<file path="src/logic/serial_channel_defs.vh">
`ifndef SERIAL_CHANNEL_DEFS_VH
`define SERIAL_CHANNEL_DEFS_VH
// --------------------------------------------------------------
// Register map (byte addresses, channel block = 16 bytes)
// --------------------------------------------------------------
`define WSEL_CS 2'h0
`define WSEL_IF0 2'h1
`define WSEL_IF1 2'h2
`define WSEL_IF2 2'h3
`define REG_COMMAND 9'h100
`define REG_DISC 9'h104
`define REG_ELEM 9'h108
`define REG_PACK 9'h10c
`define REG_SCALE_LOW 9'h110
`define REG_SCALE_HIGH 9'h114
// --------------------------------------------------------------
// Command word
// --------------------------------------------------------------
`define CMD_IGNORE 31
`define CMD_OP_STOP 8'h08
`define CMD_OP_START 8'h09
`define CMD_OP_SETUP 8'h0f
`define CMD_OP_XFER 8'h10
// --------------------------------------------------------------
// Status bytes
// --------------------------------------------------------------
`define LS_NOT_READY 7
`define LS_NO_IDENT 6
`define LS_LINK_ERR 5
`define LS_FAR_FAULT 0
`define LF_EXCESS 7
`define LF_FAR_FAULT 6
`define LF_BREAK 5
`define LF_SURPLUS 4
`define LF_LATE 3
`define LF_OVERFLOW 2
`define LF_BAD_TOKEN 1
`define LF_CHECKSUM 0
`define REV_FAR_FAULT 8'd29
// --------------------------------------------------------------
// Element and setting records
// --------------------------------------------------------------
`define REC_ELEMENT 8'ha0
`define REC_SETTING 8'hb0
`define KIND_LAST 8'h07
`define DIR_IN 8'h00
`define DIR_TWO 8'h40
`define DIR_OUT 8'h80
`define SET_JUMPER 8'h00
`define SET_RUNTIME 8'h01
`define PD_LIMIT 8'd96
`define SETTING_RECORDS 4'd2
`define ELEM_FIXED_LAST 5'd13
`define SET_FIXED_LAST 5'd3
`define ZERO_WORD 32'h00000000
`endif

</file>
<file path="src/logic/channel_word_mem.v">
`timescale 1ns/1ps
// --------------------------------------------------------------
// Word store, one write port, registered read port
// --------------------------------------------------------------
module channel_word_mem #(
  parameter AW = 5,
  parameter DW = 32
) (
  input wire clk,
  input wire wr_en,
  input wire [AW-1:0] wr_addr,
  input wire [DW-1:0] wr_data,
  input wire [AW-1:0] rd_addr,
  output reg [DW-1:0] rd_data
);
  reg [DW-1:0] mem [0:(1<<AW)-1];

  // No reset: each word is defined by its first write
  always @(posedge clk)
  begin
    if (wr_en)
      mem[wr_addr] <= wr_data;
    rd_data <= mem[rd_addr];
  end
endmodule

</file>
<file path="src/logic/serial_channel_status.v">
`timescale 1ns/1ps
`include "serial_channel_defs.vh"
module serial_channel_status #(
  parameter NUM_CH = 8,
  parameter CH_BITS = 3,
  parameter [7:0] FW_REVISION = 8'd29
) (
  input wire hclk,
  input wire hresetn,
  input wire hsel,
  input wire [31:0] haddr,
  input wire [1:0] htrans,
  input wire hwrite,
  input wire [2:0] hsize,
  input wire [31:0] hwdata,
  input wire hready,
  output wire hreadyout,
  output wire [31:0] hrdata,
  output wire hresp,
  output wire [31:0] command_word,
  output wire command_pending,
  input wire command_done,
  output wire [NUM_CH*32-1:0] host_cs_words,
  input wire ident_valid,
  input wire [CH_BITS-1:0] ident_ch,
  input wire [31:0] unit_number,
  input wire [31:0] name_chars,
  input wire discovery_supported,
  input wire [15:0] global_table_pointer,
  input wire [15:0] process_table_pointer,
  input wire pd_valid,
  output wire pd_ready,
  input wire [CH_BITS-1:0] pd_ch,
  input wire [1:0] pd_word,
  input wire [31:0] pd_data,
  input wire [CH_BITS-1:0] out_ch,
  input wire [1:0] out_word,
  output wire [31:0] out_data,
  input wire stat_valid,
  input wire [CH_BITS-1:0] stat_ch,
  input wire [7:0] link_state_code,
  input wire link_not_ready_flag,
  input wire missing_identity_flag,
  input wire link_error_flag,
  input wire far_end_fault_flag,
  input wire fault_valid,
  input wire [CH_BITS-1:0] fault_ch,
  input wire excess_error_flag,
  input wire far_fault_seen,
  input wire line_break_flag,
  input wire surplus_char_flag,
  input wire reply_late_flag,
  input wire receive_overflow_flag,
  input wire bad_token_flag,
  input wire checksum_mismatch_flag,
  input wire remote_valid,
  input wire [CH_BITS-1:0] remote_ch,
  input wire [7:0] remote_fault_byte,
  input wire entry_valid,
  input wire [15:0] entry_value,
  input wire rec_valid,
  input wire [7:0] rec_byte
);
  localparam AW = CH_BITS + 2;
  localparam S_IDLE = 2'd0;
  localparam S_FIXED = 2'd1;
  localparam S_STR1 = 2'd2;
  localparam S_STR2 = 2'd3;

  integer i;
  // --------------------------------------------------------------
  // Bus slave
  // --------------------------------------------------------------
  reg act_reg;
  reg wr_reg;
  reg [8:0] addr_reg;
  reg [31:0] command_reg;
  reg [31:0] cs_host_reg [0:NUM_CH-1];
  reg [7:0] state_reg [0:NUM_CH-1];
  reg [7:0] link_reg [0:NUM_CH-1];
  reg [7:0] local_reg [0:NUM_CH-1];
  reg [7:0] far_reg [0:NUM_CH-1];
  reg [NUM_CH-1:0] far_ok_reg;
  reg [31:0] reg_rd;
  wire take = hsel && hready && htrans[1];
  wire wr_now = act_reg && wr_reg;
  wire in_chan = (addr_reg[8:AW+2] == 0);
  wire [CH_BITS-1:0] a_ch = addr_reg[AW+1:4];
  wire [1:0] a_w = addr_reg[3:2];
  wire [31:0] mem_q;
  wire [7:0] op = hwdata[15:8];
  wire cmd_take = wr_now && addr_reg == `REG_COMMAND
                  && !hwdata[`CMD_IGNORE];
  wire stop_now = cmd_take && op == `CMD_OP_STOP;
  wire start_now = cmd_take
                   && (op == `CMD_OP_START || op == `CMD_OP_SETUP);
  wire [NUM_CH-1:0] stop_mask = (hwdata[NUM_CH-1:0] == 0)
                                ? {NUM_CH{1'b1}} : hwdata[NUM_CH-1:0];

  assign hreadyout = 1'b1;
  assign hresp = 1'b0;
  assign command_word = command_reg;
  assign command_pending = command_reg != `ZERO_WORD;

  always @(posedge hclk or negedge hresetn)
  begin
    if (!hresetn)
    begin
      act_reg <= 1'b0;
      wr_reg <= 1'b0;
      addr_reg <= 9'h000;
    end
    else if (hready)
    begin
      act_reg <= take;
      wr_reg <= hwrite;
      addr_reg <= (haddr[31:9] == 0) ? haddr[8:0] : 9'h1fc;
    end
  end

  // Command stays non-zero until the engine reports completion
  always @(posedge hclk or negedge hresetn)
  begin
    if (!hresetn)
      command_reg <= `ZERO_WORD;
    else if (cmd_take)
      command_reg <= hwdata;
    else if (command_done)
      command_reg <= `ZERO_WORD;
  end

  // --------------------------------------------------------------
  // Per channel status
  // --------------------------------------------------------------
  wire [7:0] link_byte = {link_not_ready_flag, missing_identity_flag,
                          link_error_flag, 4'h0,
                          far_end_fault_flag};
  wire [7:0] fault_byte = {excess_error_flag, far_fault_seen,
                           line_break_flag, surplus_char_flag,
                           reply_late_flag, receive_overflow_flag,
                           bad_token_flag,
                           checksum_mismatch_flag};

  always @(posedge hclk or negedge hresetn)
  begin
    if (!hresetn)
    begin
      far_ok_reg <= {NUM_CH{1'b0}};
      for (i = 0; i < NUM_CH; i = i + 1)
      begin
        cs_host_reg[i] <= `ZERO_WORD;
        state_reg[i] <= 8'h00;
        link_reg[i] <= 8'h00;
        local_reg[i] <= 8'h00;
        far_reg[i] <= 8'h00;
      end
    end
    else
    begin
      for (i = 0; i < NUM_CH; i = i + 1)
      begin
        // Host word is only stored and handed on: mode byte at start,
        // setup requests in setup mode
        if (wr_now && in_chan && a_ch == i && a_w == `WSEL_CS)
          cs_host_reg[i] <= hwdata;
        if (stat_valid && stat_ch == i)
        begin
          state_reg[i] <= link_state_code;
          link_reg[i] <= link_byte;
        end
        // Set wins over a stop in the same cycle
        if (fault_valid && fault_ch == i)
          local_reg[i] <= (stop_now && stop_mask[i] ? 8'h00
                           : local_reg[i]) | fault_byte;
        else if (stop_now && stop_mask[i])
          local_reg[i] <= 8'h00;
        if (remote_valid && remote_ch == i)
        begin
          far_reg[i] <= remote_fault_byte;
          far_ok_reg[i] <= 1'b1;
        end
        else if (ident_valid && ident_ch == i)
          far_ok_reg[i] <= 1'b0;
      end
    end
  end

  genvar g;
  generate
    for (g = 0; g < NUM_CH; g = g + 1)
    begin : hcs
      assign host_cs_words[g*32+31:g*32] = cs_host_reg[g];
    end
  endgenerate

  // Older firmware leaves the top byte unset until a transfer
  function [7:0] top_byte;
    input [7:0] far;
    input ok;
    begin
      top_byte = (ok || FW_REVISION >= `REV_FAR_FAULT) ? far
                 : 8'h00;
    end
  endfunction

  // --------------------------------------------------------------
  // Incoming words: identification then process data
  // --------------------------------------------------------------
  reg [1:0] id_cnt_reg;
  reg [CH_BITS-1:0] id_ch_reg;
  reg [31:0] id_w0_reg;
  reg [31:0] id_w1_reg;
  reg [31:0] id_w2_reg;
  reg in_we;
  reg [AW-1:0] in_wa;
  reg [31:0] in_wd;
  wire id_busy = id_cnt_reg != 2'd0;

  assign pd_ready = !id_busy && !ident_valid;

  always @(posedge hclk or negedge hresetn)
  begin
    if (!hresetn)
    begin
      id_cnt_reg <= 2'd0;
      id_ch_reg <= {CH_BITS{1'b0}};
      id_w0_reg <= `ZERO_WORD;
      id_w1_reg <= `ZERO_WORD;
      id_w2_reg <= `ZERO_WORD;
    end
    else if (ident_valid && !id_busy)
    begin
      id_cnt_reg <= 2'd3;
      id_ch_reg <= ident_ch;
      id_w0_reg <= unit_number;
      id_w1_reg <= name_chars;
      id_w2_reg <= discovery_supported
                   ? {global_table_pointer, process_table_pointer}
                   : `ZERO_WORD;
    end
    else if (id_busy)
      id_cnt_reg <= id_cnt_reg - 2'd1;
  end

  always @*
  begin
    in_we = 1'b0;
    in_wa = {id_ch_reg, 2'b00};
    in_wd = id_w0_reg;
    if (id_busy)
    begin
      in_we = 1'b1;
      case (id_cnt_reg)
        2'd3:
        begin
          in_wa = {id_ch_reg, `WSEL_IF0};
          in_wd = id_w0_reg;
        end
        2'd2:
        begin
          in_wa = {id_ch_reg, `WSEL_IF1};
          in_wd = id_w1_reg;
        end
        default:
        begin
          in_wa = {id_ch_reg, `WSEL_IF2};
          in_wd = id_w2_reg;
        end
      endcase
    end
    else if (pd_valid && pd_ready)
    begin
      in_we = 1'b1;
      in_wa = {pd_ch, pd_word + 2'd1};
      in_wd = pd_data;
    end
  end

  channel_word_mem #(.AW(AW), .DW(32)) in_mem (
    .clk(hclk),
    .wr_en(in_we),
    .wr_addr(in_wa),
    .wr_data(in_wd),
    .rd_addr(haddr[AW+1:2]),
    .rd_data(mem_q)
  );

  // Host outgoing words are kept apart from incoming ones
  channel_word_mem #(.AW(AW), .DW(32)) out_mem (
    .clk(hclk),
    .wr_en(wr_now && in_chan && a_w != `WSEL_CS),
    .wr_addr(addr_reg[AW+1:2]),
    .wr_data(hwdata),
    .rd_addr({out_ch, out_word + 2'd1}),
    .rd_data(out_data)
  );

  // --------------------------------------------------------------
  // Process table and record decoding
  // --------------------------------------------------------------
  reg [1:0] ps_reg;
  reg [4:0] idx_reg;
  reg [7:0] rtype_reg;
  reg [7:0] size_reg;
  reg [7:0] kind_reg;
  reg [7:0] dir_reg;
  reg [31:0] low_reg;
  reg [31:0] high_reg;
  reg [15:0] loc_reg;
  reg [7:0] set_kind_reg;
  reg [8:0] in_off_reg;
  reg [8:0] out_off_reg;
  reg [3:0] set_cnt_reg;
  reg [7:0] entry_cnt_reg;
  reg table_end_reg;
  reg bad_rec_reg;
  reg over_reg;
  reg jumper_seen_reg;
  reg runtime_seen_reg;
  wire [4:0] fixed_last = (rtype_reg == `REC_ELEMENT)
                          ? `ELEM_FIXED_LAST : `SET_FIXED_LAST;
  wire goes_in = dir_reg == `DIR_IN || dir_reg == `DIR_TWO;
  wire goes_out = dir_reg == `DIR_OUT || dir_reg == `DIR_TWO;
  wire [8:0] in_sum = in_off_reg + {1'b0, size_reg};
  wire [8:0] out_sum = out_off_reg + {1'b0, size_reg};
  wire rec_end = rec_valid && rec_byte == 8'h00
                 && ((ps_reg == S_STR2)
                 || (ps_reg == S_STR1 && rtype_reg == `REC_SETTING));
  wire dir_ok = dir_reg == `DIR_IN || dir_reg == `DIR_OUT
                || dir_reg == `DIR_TWO;
  wire elem_ok = size_reg != 8'h00 && kind_reg <= `KIND_LAST
                 && dir_ok;

  always @(posedge hclk or negedge hresetn)
  begin
    if (!hresetn)
    begin
      ps_reg <= S_IDLE;
      idx_reg <= 5'd0;
      rtype_reg <= 8'h00;
      size_reg <= 8'h00;
      kind_reg <= 8'h00;
      dir_reg <= 8'h00;
      low_reg <= `ZERO_WORD;
      high_reg <= `ZERO_WORD;
      loc_reg <= 16'h0000;
      set_kind_reg <= 8'h00;
      in_off_reg <= 9'h000;
      out_off_reg <= 9'h000;
      set_cnt_reg <= 4'h0;
      entry_cnt_reg <= 8'h00;
      table_end_reg <= 1'b0;
      bad_rec_reg <= 1'b0;
      over_reg <= 1'b0;
      jumper_seen_reg <= 1'b0;
      runtime_seen_reg <= 1'b0;
    end
    else if (start_now)
    begin
      ps_reg <= S_IDLE;
      in_off_reg <= 9'h000;
      out_off_reg <= 9'h000;
      set_cnt_reg <= 4'h0;
      entry_cnt_reg <= 8'h00;
      table_end_reg <= 1'b0;
      bad_rec_reg <= 1'b0;
      over_reg <= 1'b0;
      jumper_seen_reg <= 1'b0;
      runtime_seen_reg <= 1'b0;
    end
    else
    begin
      if (entry_valid && !table_end_reg)
      begin
        if (entry_value == 16'h0000)
          table_end_reg <= 1'b1;
        else
          entry_cnt_reg <= entry_cnt_reg + 8'h01;
      end
      if (rec_valid)
      begin
        case (ps_reg)
          S_IDLE:
          begin
            rtype_reg <= rec_byte;
            idx_reg <= 5'd1;
            if (rec_byte == `REC_ELEMENT || rec_byte == `REC_SETTING)
              ps_reg <= S_FIXED;
            else
              bad_rec_reg <= 1'b1;
          end
          S_FIXED:
          begin
            idx_reg <= idx_reg + 5'd1;
            if (idx_reg == fixed_last)
              ps_reg <= S_STR1;
            if (rtype_reg == `REC_SETTING)
            begin
              if (idx_reg == 5'd2)
                set_kind_reg <= rec_byte;
            end
            else
            begin
              case (idx_reg)
                5'd1: size_reg <= rec_byte;
                5'd2: kind_reg <= rec_byte;
                5'd3: dir_reg <= rec_byte;
                5'd4, 5'd5, 5'd6, 5'd7:
                  low_reg <= {rec_byte, low_reg[31:8]};
                5'd8, 5'd9, 5'd10, 5'd11:
                  high_reg <= {rec_byte, high_reg[31:8]};
                default: loc_reg <= {rec_byte, loc_reg[15:8]};
              endcase
            end
          end
          S_STR1:
          begin
            if (rec_end)
              ps_reg <= S_IDLE;
            else if (rec_byte == 8'h00)
              ps_reg <= S_STR2;
          end
          default:
          begin
            if (rec_end)
              ps_reg <= S_IDLE;
          end
        endcase
      end
      // Packing walks table order; overflow is flagged, never wrapped
      if (rec_end && rtype_reg == `REC_ELEMENT)
      begin
        if (!elem_ok)
          bad_rec_reg <= 1'b1;
        else
        begin
          if (goes_in)
            in_off_reg <= in_sum;
          if (goes_out)
            out_off_reg <= out_sum;
          if ((goes_in && in_sum > `PD_LIMIT)
              || (goes_out && out_sum > `PD_LIMIT))
            over_reg <= 1'b1;
        end
      end
      if (rec_end && rtype_reg == `REC_SETTING)
      begin
        set_cnt_reg <= set_cnt_reg + 4'h1;
        if (set_kind_reg == `SET_JUMPER)
          jumper_seen_reg <= 1'b1;
        else if (set_kind_reg == `SET_RUNTIME)
          runtime_seen_reg <= 1'b1;
        else
          bad_rec_reg <= 1'b1;
      end
    end
  end

  wire settings_ok = table_end_reg
                     && set_cnt_reg == `SETTING_RECORDS;

  // --------------------------------------------------------------
  // Read mux
  // --------------------------------------------------------------
  always @*
  begin
    reg_rd = `ZERO_WORD;
    if (in_chan)
      reg_rd = {top_byte(far_reg[a_ch], far_ok_reg[a_ch]),
                state_reg[a_ch], link_reg[a_ch], local_reg[a_ch]};
    else
      case (addr_reg)
        `REG_COMMAND: reg_rd = command_reg;
        `REG_DISC: reg_rd = {16'h0000, entry_cnt_reg, set_cnt_reg,
                             settings_ok, over_reg, bad_rec_reg,
                             table_end_reg};
        `REG_ELEM: reg_rd = {dir_reg, kind_reg, size_reg,
                             6'h00, runtime_seen_reg, jumper_seen_reg};
        `REG_PACK: reg_rd = {loc_reg, out_off_reg[7:0], in_off_reg[7:0]};
        `REG_SCALE_LOW: reg_rd = low_reg;
        `REG_SCALE_HIGH: reg_rd = high_reg;
        default: reg_rd = `ZERO_WORD;
      endcase
  end

  // Status bytes are read live so a status update just before is seen
  assign hrdata = (act_reg && in_chan && a_w != `WSEL_CS) ? mem_q
                  : reg_rd;
endmodule

</file>
<file path="config.mk">
export PLATFORM = sky130hd
export DESIGN_NAME = serial_channel_status
export DESIGN_NICKNAME = d
export VERILOG_FILES = /design/src/logic/channel_word_mem.v /design/src/logic/serial_channel_status.v
export VERILOG_INCLUDE_DIRS = /design/src /design/src/logic
export SDC_FILE = /design/constraint.sdc
export NUM_CORES = 2
export LEC_CHECK = 0
export ABC_CLOCK_PERIOD_IN_PS = 5210
export BUFFER_PORTS_ARGS = -buffer_cell sky130_fd_sc_hd__buf_2
export CORE_MARGIN = 1
export CORE_UTILIZATION = 36
export DETAILED_ROUTE_END_ITERATION = 7
export PLACE_DENSITY = 0.59
export SETUP_SLACK_MARGIN = 0.3
export SLEW_MARGIN = 10
export SYNTH_ARGS = -nofsm -noshare
export SYNTH_HDL_FRONTEND = slang
export SYNTH_SLANG_ARGS = --single-unit
</file>
<file path="constraint.sdc">
create_clock -name hclk -period 5.21 [get_ports hclk]
set_input_delay 1.042 -clock hclk [delete_from_list [all_inputs] [get_ports hclk]]
set_output_delay 1.042 -clock hclk [all_outputs]
set_load 0.1 [all_outputs]
</file>
# After elaboration in Yosys (flattened, before gate mapping)
# Memories as Yosys holds them, arrays and structs flattened. A register that Yosys moved wholly into a read port is not among the register bits.
# Cells that the tools add are included.
# word_totals
register_bits	786
n_memories	2
in_bits	285
out_inout_bits	356
wordCells	394
ramBits	2048
# op_classes
mux	96
add_sub_neg	8
eq_ne	67
order_cmp	4
n_reduce_logical	137
bitwise	12
# memory_table
name	depth	word_bits	read_ports	rd_clocked_by_memory_dff	write_ports	line_no	rtl
in_mem.mem	32	32	1	1	1	channel_word_mem.v:16	reg [DW-1:0] mem [0:(1<<AW)-1];
out_mem.mem	32	32	1	1	1	channel_word_mem.v:16	
# ops
op	count
32-bit two-way mux	7
8-bit two-way mux	28
32-bit case mux with 6 select lines	1
8-bit binary-select mux with 3-bit select	4
9-bit two-way mux	9
1-bit logical AND	73
8-bit bitwise OR	8
32-bit case mux with 2 select lines	1
9-bit == test, second input constant	6
3-bit == test, second input constant	16
8-bit == test, second input constant	5
5-bit AND reduction	8
8-bit logical NOT	4
2-bit nonzero test	16
32-bit nonzero test	1
1-bit two-way mux	29
3-bit by 2-bit == test with 1-bit output, second input constant	8
8-bit by 4-bit == test with 1-bit output, second input constant	3
23-bit logical NOT	1
5-bit by 3-bit == test with 1-bit output, second input constant	4
5-bit by 4-bit == test with 1-bit output, second input constant	4
9-bit by 8-bit adder with 9-bit output	2
9-bit by 7-bit greater-than comparator with 1-bit output, second input constant	2
2-bit two-way mux	9
other kinds (37)	75

# Longest topological paths before layout
# depth
word_depth	11
ltp_mapped	12
mapped_depth_nobuf	9

# By module
# Synthesis repeated with hierarchy kept, for this count alone.
# hier_totals
cells_unflattened	7297
hier_area_um2	116406.6
# by_module_without_submodules
mod	cells_per_inst	seq_area_each_um2	area_per_inst_um2	instances
channel_word_mem (out_mem)	2260	31390.1	40492.6	1
channel_word_mem (in_mem)	2260	31390.1	40487.6	1
serial_channel_status	2777	19668.9	35426.5	1

# Least setup slack after synthesis
# OpenSTA, ideal clock, no wires.
# synth_timing
path_type	register to output
startpoint	reg command_reg[1], in the netlist command_word[1]
endpoint	out hrdata[1]
required_time_ns	4.168
n_path_buf	0
path_stages_with_launch	5
setup_slack_ns	0.417
arrival_time_ns	3.751
path_cell_list	dfrtp_1 mux4_2 mux2i_1 o32a_1 o21ai_0
# synth_between
elab_chain_len	3
# synth_rtl
element	line_no	rtl
start, declared	serial_channel_status.v:77	reg [31:0] command_reg;
start signal, assigned	serial_channel_status.v:125	command_reg <= `ZERO_WORD;
start signal, assigned	serial_channel_status.v:127	command_reg <= hwdata;
start signal, assigned	serial_channel_status.v:129	command_reg <= `ZERO_WORD;
32-bit case mux with 6 select lines	serial_channel_status.v:472	case (addr_reg)
32-bit two-way mux	serial_channel_status.v:468	if (in_chan)
32-bit two-way mux	serial_channel_status.v:487	assign hrdata = (act_reg && in_chan && a_w != `WSEL_CS) ? mem_q
end, declared	serial_channel_status.v:18	output wire [31:0] hrdata,
# Every way passes these cells.

# Worst setup path in the final report
# layout_timing
startpoint	reg addr_reg[3]
endpoint	out hrdata[0]
# layout_between
elab_chain_len	4
elab_cells_between_ends	11
# layout_rtl
element	line_no	rtl
start, declared	serial_channel_status.v:76	reg [8:0] addr_reg;
start signal, assigned	serial_channel_status.v:117	addr_reg <= (haddr[31:9] == 0) ? haddr[8:0] : 9'h1fc;
9-bit == test	serial_channel_status.v:472	
32-bit case mux with 6 select lines	serial_channel_status.v:472	
32-bit two-way mux	serial_channel_status.v:468	
32-bit two-way mux *	serial_channel_status.v:487	
# Mark *: on every way between the ends. The rest lies on a longest branch, timed or not.

==> impl_metrics.yaml <==
sta:
  rsz0062_at_grt: "false"
  final_hold_viol_count: 0
  final_max_slew_viol_count: 0
  fin_setup_tns_ns: 0
  period_share: 0.925
  worst_pin_slew_ns: 1.16
  hold_ws_ns: 0.186
  fmax_mhz: 207
  fin_crit_ns: 4.82
  setup_viol: 0
  skew_ns: 0.0463
  maxSlewHeadroom: 0.224
grt:
  track_usage: 0.200
  grt_pass1_wl_mm: 458
  grt.overflow.total: 0
  grt_max_degree: 127
  antenna_found_initial: 54
  first_global_vias: 62900
cells_and_area:
  areaGrowthSynthToFinish_pct: 19.0
  nNetsFinal: 7280
  layout_commonest_cell: "edfxtp_1"
  drive_gt1_frac: 0.391
  final_cell_mix: "edfxtp_1 (2048), dfrtp_1 (784), mux2_2 (711)"
  num-fill-cells: 27500
  multi_input_area_sq_um: 32200
  design_area_sq_um: 136000
  final_util: 0.432
  regArea_sq_um: 82500
critical_path:
  endpoint_kind: "output pin"
  setup.worst_path.class: "reg2out"
  crit_required_ns: 4.17
  critPathLaunchType: "flip-flop"
  crit_arrival_ns: 3.78
  cp_max_fo: 31
clocking:
  clock-sinks: 2898
  numCtsBuffers: 317
  cts-root-buf: "clkbuf_16"
  clock_path_buffers: 4
  cts_tree: "yes"
  cts_max_level: 5
  postCtsHoldBufs: 0
  path_clk_slew_ns: 0.07
  clk_latency_ns: 0.89
logic_synthesis:
  synthArstFlopShare: 0.271
  yosysSeqAreaShare: 0.721
  syn_inst: 5852
  synth_top_cell_by_area: "edfxtp_1"
  netlist_area_sq_um: 114000
  yosysWarnings: 0
  synth.distinct_cells: 74
  synth_edf_count: 2048
  synth_top_area_share: 0.537
  synth_flop_cell: "edfxtp_1"
  synth.ff_latch_count: 2898
  syn_area_per_cell_sq_um: 19.6
  synth_area_leaders: "edfxtp_1 (54%), dfrtp_1 (17%), mux4_2 (13%), mux2_2 (7.0%), dfxtp_1 (1.1%)"
floorplan:
  fp.coreArea_sq_um: 315000
  io_pins: 641
  die_w_microns: 566
  die_h_microns: 566
  row_count: 206
  initial_core_util: 0.363
  design.die.area_sq_um: 320000
power_and_ir_drop:
  p_seq_frac: 0.492
  p_clk_frac: 0.352
  vdd_drop_max_uv: 439
  p_sw_mw: 16.9
  sw_frac_of_total: 0.269
  p_comb_frac: 0.156
  power.internal_mw: 45.8
  p_leak_nw: 50.0
  pwr_density_cell_nw_per_um2: 460
place:
  io_buffer_count: 634
  dpl.hpwl_mm: 202
  place_area_sq_um: 126000
  gp_congestion: 0.861
routing:
  wl_per_cell_microns: 28.4
  drt_pass1_iterations: 6
  detail_route.vias_per_cell: 5.34
  wl_mm: 324
  dr_total_vias: 60900
  drt_iter0_drc: 5086
  postRouteAntennaNets: 0
  drc_errors: 0
hold_path:
  holdCritPathClass: "in2async"
job:
  max-cap-violations: 0
run_status:
  status: "complete, no violations"
## worst paths after layout
path	start	to	slack (ns)	cells past startpoint
worst max-delay path	addr_reg[3]$_DFFE_PN0P_	hrdata[0]	0.39	7
worst min-delay path	hresetn	rtype_reg[5]$_DFFE_PN0P_	0.19	1
worst max register to register	addr_reg[8]$_DFFE_PN0P_	out_mem.mem[25][25]$_DFFE_PP_	1.48	5
worst min register to register	id_w2_reg[10]$_DFFE_PN0P_	id_w2_reg[10]$_DFFE_PN0P_	0.47	2
max in group asynchronous	hresetn	host_cs_words[37]$_DFFE_PN0P_	3.76	2
min in group hclk	unit_number[17]	id_w0_reg[17]$_DFFE_PN0P_	0.38	2
## area by class of cell
cell class              count  area share
well taps                4160      0.0382
inverters                  22    0.000606
flip-flops and latches   2898       0.605
clock inverters           169      0.0116
repair buffers            880      0.0441
diodes                     16    0.000294
clock buffers             407      0.0636
multi-input cells        2847       0.236
## cells by family (layout without fill, tap and decap cells)
| logic type | count (synthesis) | after routing | synth area share |
|---|---|---|---|
| flip-flops | 2898 | 2898 | 0.721 |
| multiplexers | 1461 | 1461 | 0.208 |
| AND/OR/NAND/NOR | 616 | 616 | 0.0263 |
| AO/OA/AOI/OAI | 459 | 459 | 0.0276 |
| buffers and inverters | 363 | 1478 | 0.0124 |
| adder cells (fa/ha/maj) | 29 | 29 | 0.00330 |
| XOR/XNOR | 24 | 24 | 0.00184 |
| other | 2 | 274 | 0.0000656 |
## per-stage QoR
step,std cells,worst slack [ns],power [mW]
after floorplan,6108,0.417,36.8
after global placement,10800,0.803,40.6
after detailed placement,10800,0.806,41.2
after CTS,11400,0.323,63.2
after global routing,11400,0.313,64.9
final,11400,0.390,62.7
## what timing repair did
item                                    CTS  global route
gates resized for setup                  14             2
endpoints found under the setup margin   17             3
buffers inserted                          1             0
pin swaps                                 2             1
## synthesized netlist by cell type, types with 6 or more instances
| cell type | count |
|---|---|
| xnor2_1 | 11 |
| nand2_1 | 181 |
| a21oi_1 | 93 |
| o22a_1 | 7 |
| buf_4 | 8 |
| mux4_2 | 662 |
| o21ai_2 | 8 |
| nor3_1 | 31 |
| dfxtp_1 | 64 |
| a221o_1 | 33 |
| a222oi_1 | 8 |
| buf_2 | 25 |
| a22o_1 | 73 |
| nand2b_1 | 45 |
| nand4_1 | 10 |
| o21ai_0 | 115 |
| a22oi_1 | 24 |
| a31oi_1 | 31 |
| buf_1 | 89 |
| a221oi_1 | 24 |
| xor2_1 | 13 |
| dfrtp_1 | 786 |
| nor2_1 | 184 |
| edfxtp_1 | 2048 |
| nor4_1 | 25 |
| nand4b_1 | 6 |
| nor3b_1 | 38 |
| mux2_2 | 711 |
| nand3b_1 | 7 |
| nand3_1 | 39 |
| inv_1 | 21 |
| ha_1 | 27 |
| or3_1 | 12 |
| clkbuf_1 | 219 |
| mux2i_1 | 88 |
| and3_1 | 7 |
## power groups by stage
stage	logic (mW)	registers, mW	clock network (mW)
floorplan	5.22	31.6	0
global placement	9.51	31.1	0
detailed placement	9.87	31.3	0
CTS	9.89	30.8	22.5
global route	10.5	31.1	23.4
finish	9.78	30.8	22.1
## worst max-delay path, stage by stage, from the launching register on
cell      delay [ns]
dfrtp_1         0.37
buf_8           0.28
nand2b_1        0.24
nor4_4          0.06
buf_4           0.24
a222oi_1        1.01
a31oi_2         0.34
buf_4           0.33
## routing by layer
| metal | wire length [microns] | share of wire | up-vias | global-route usage |
|---|---|---|---|---|
| met4 | 14800 | 0.046 | 12 | 0.0841 |
| met1 | 125000 | 0.39 | 32600 | 0.246 |
| met5 | 66 | 0.00020 | - | 0 |
| met3 | 18300 | 0.057 | 592 | 0.0279 |
| li1 | - | - | 25600 | - |
| met2 | 166000 | 0.51 | 2061 | 0.351 |
No activity file was read; power rests on OpenSTA's default activity.
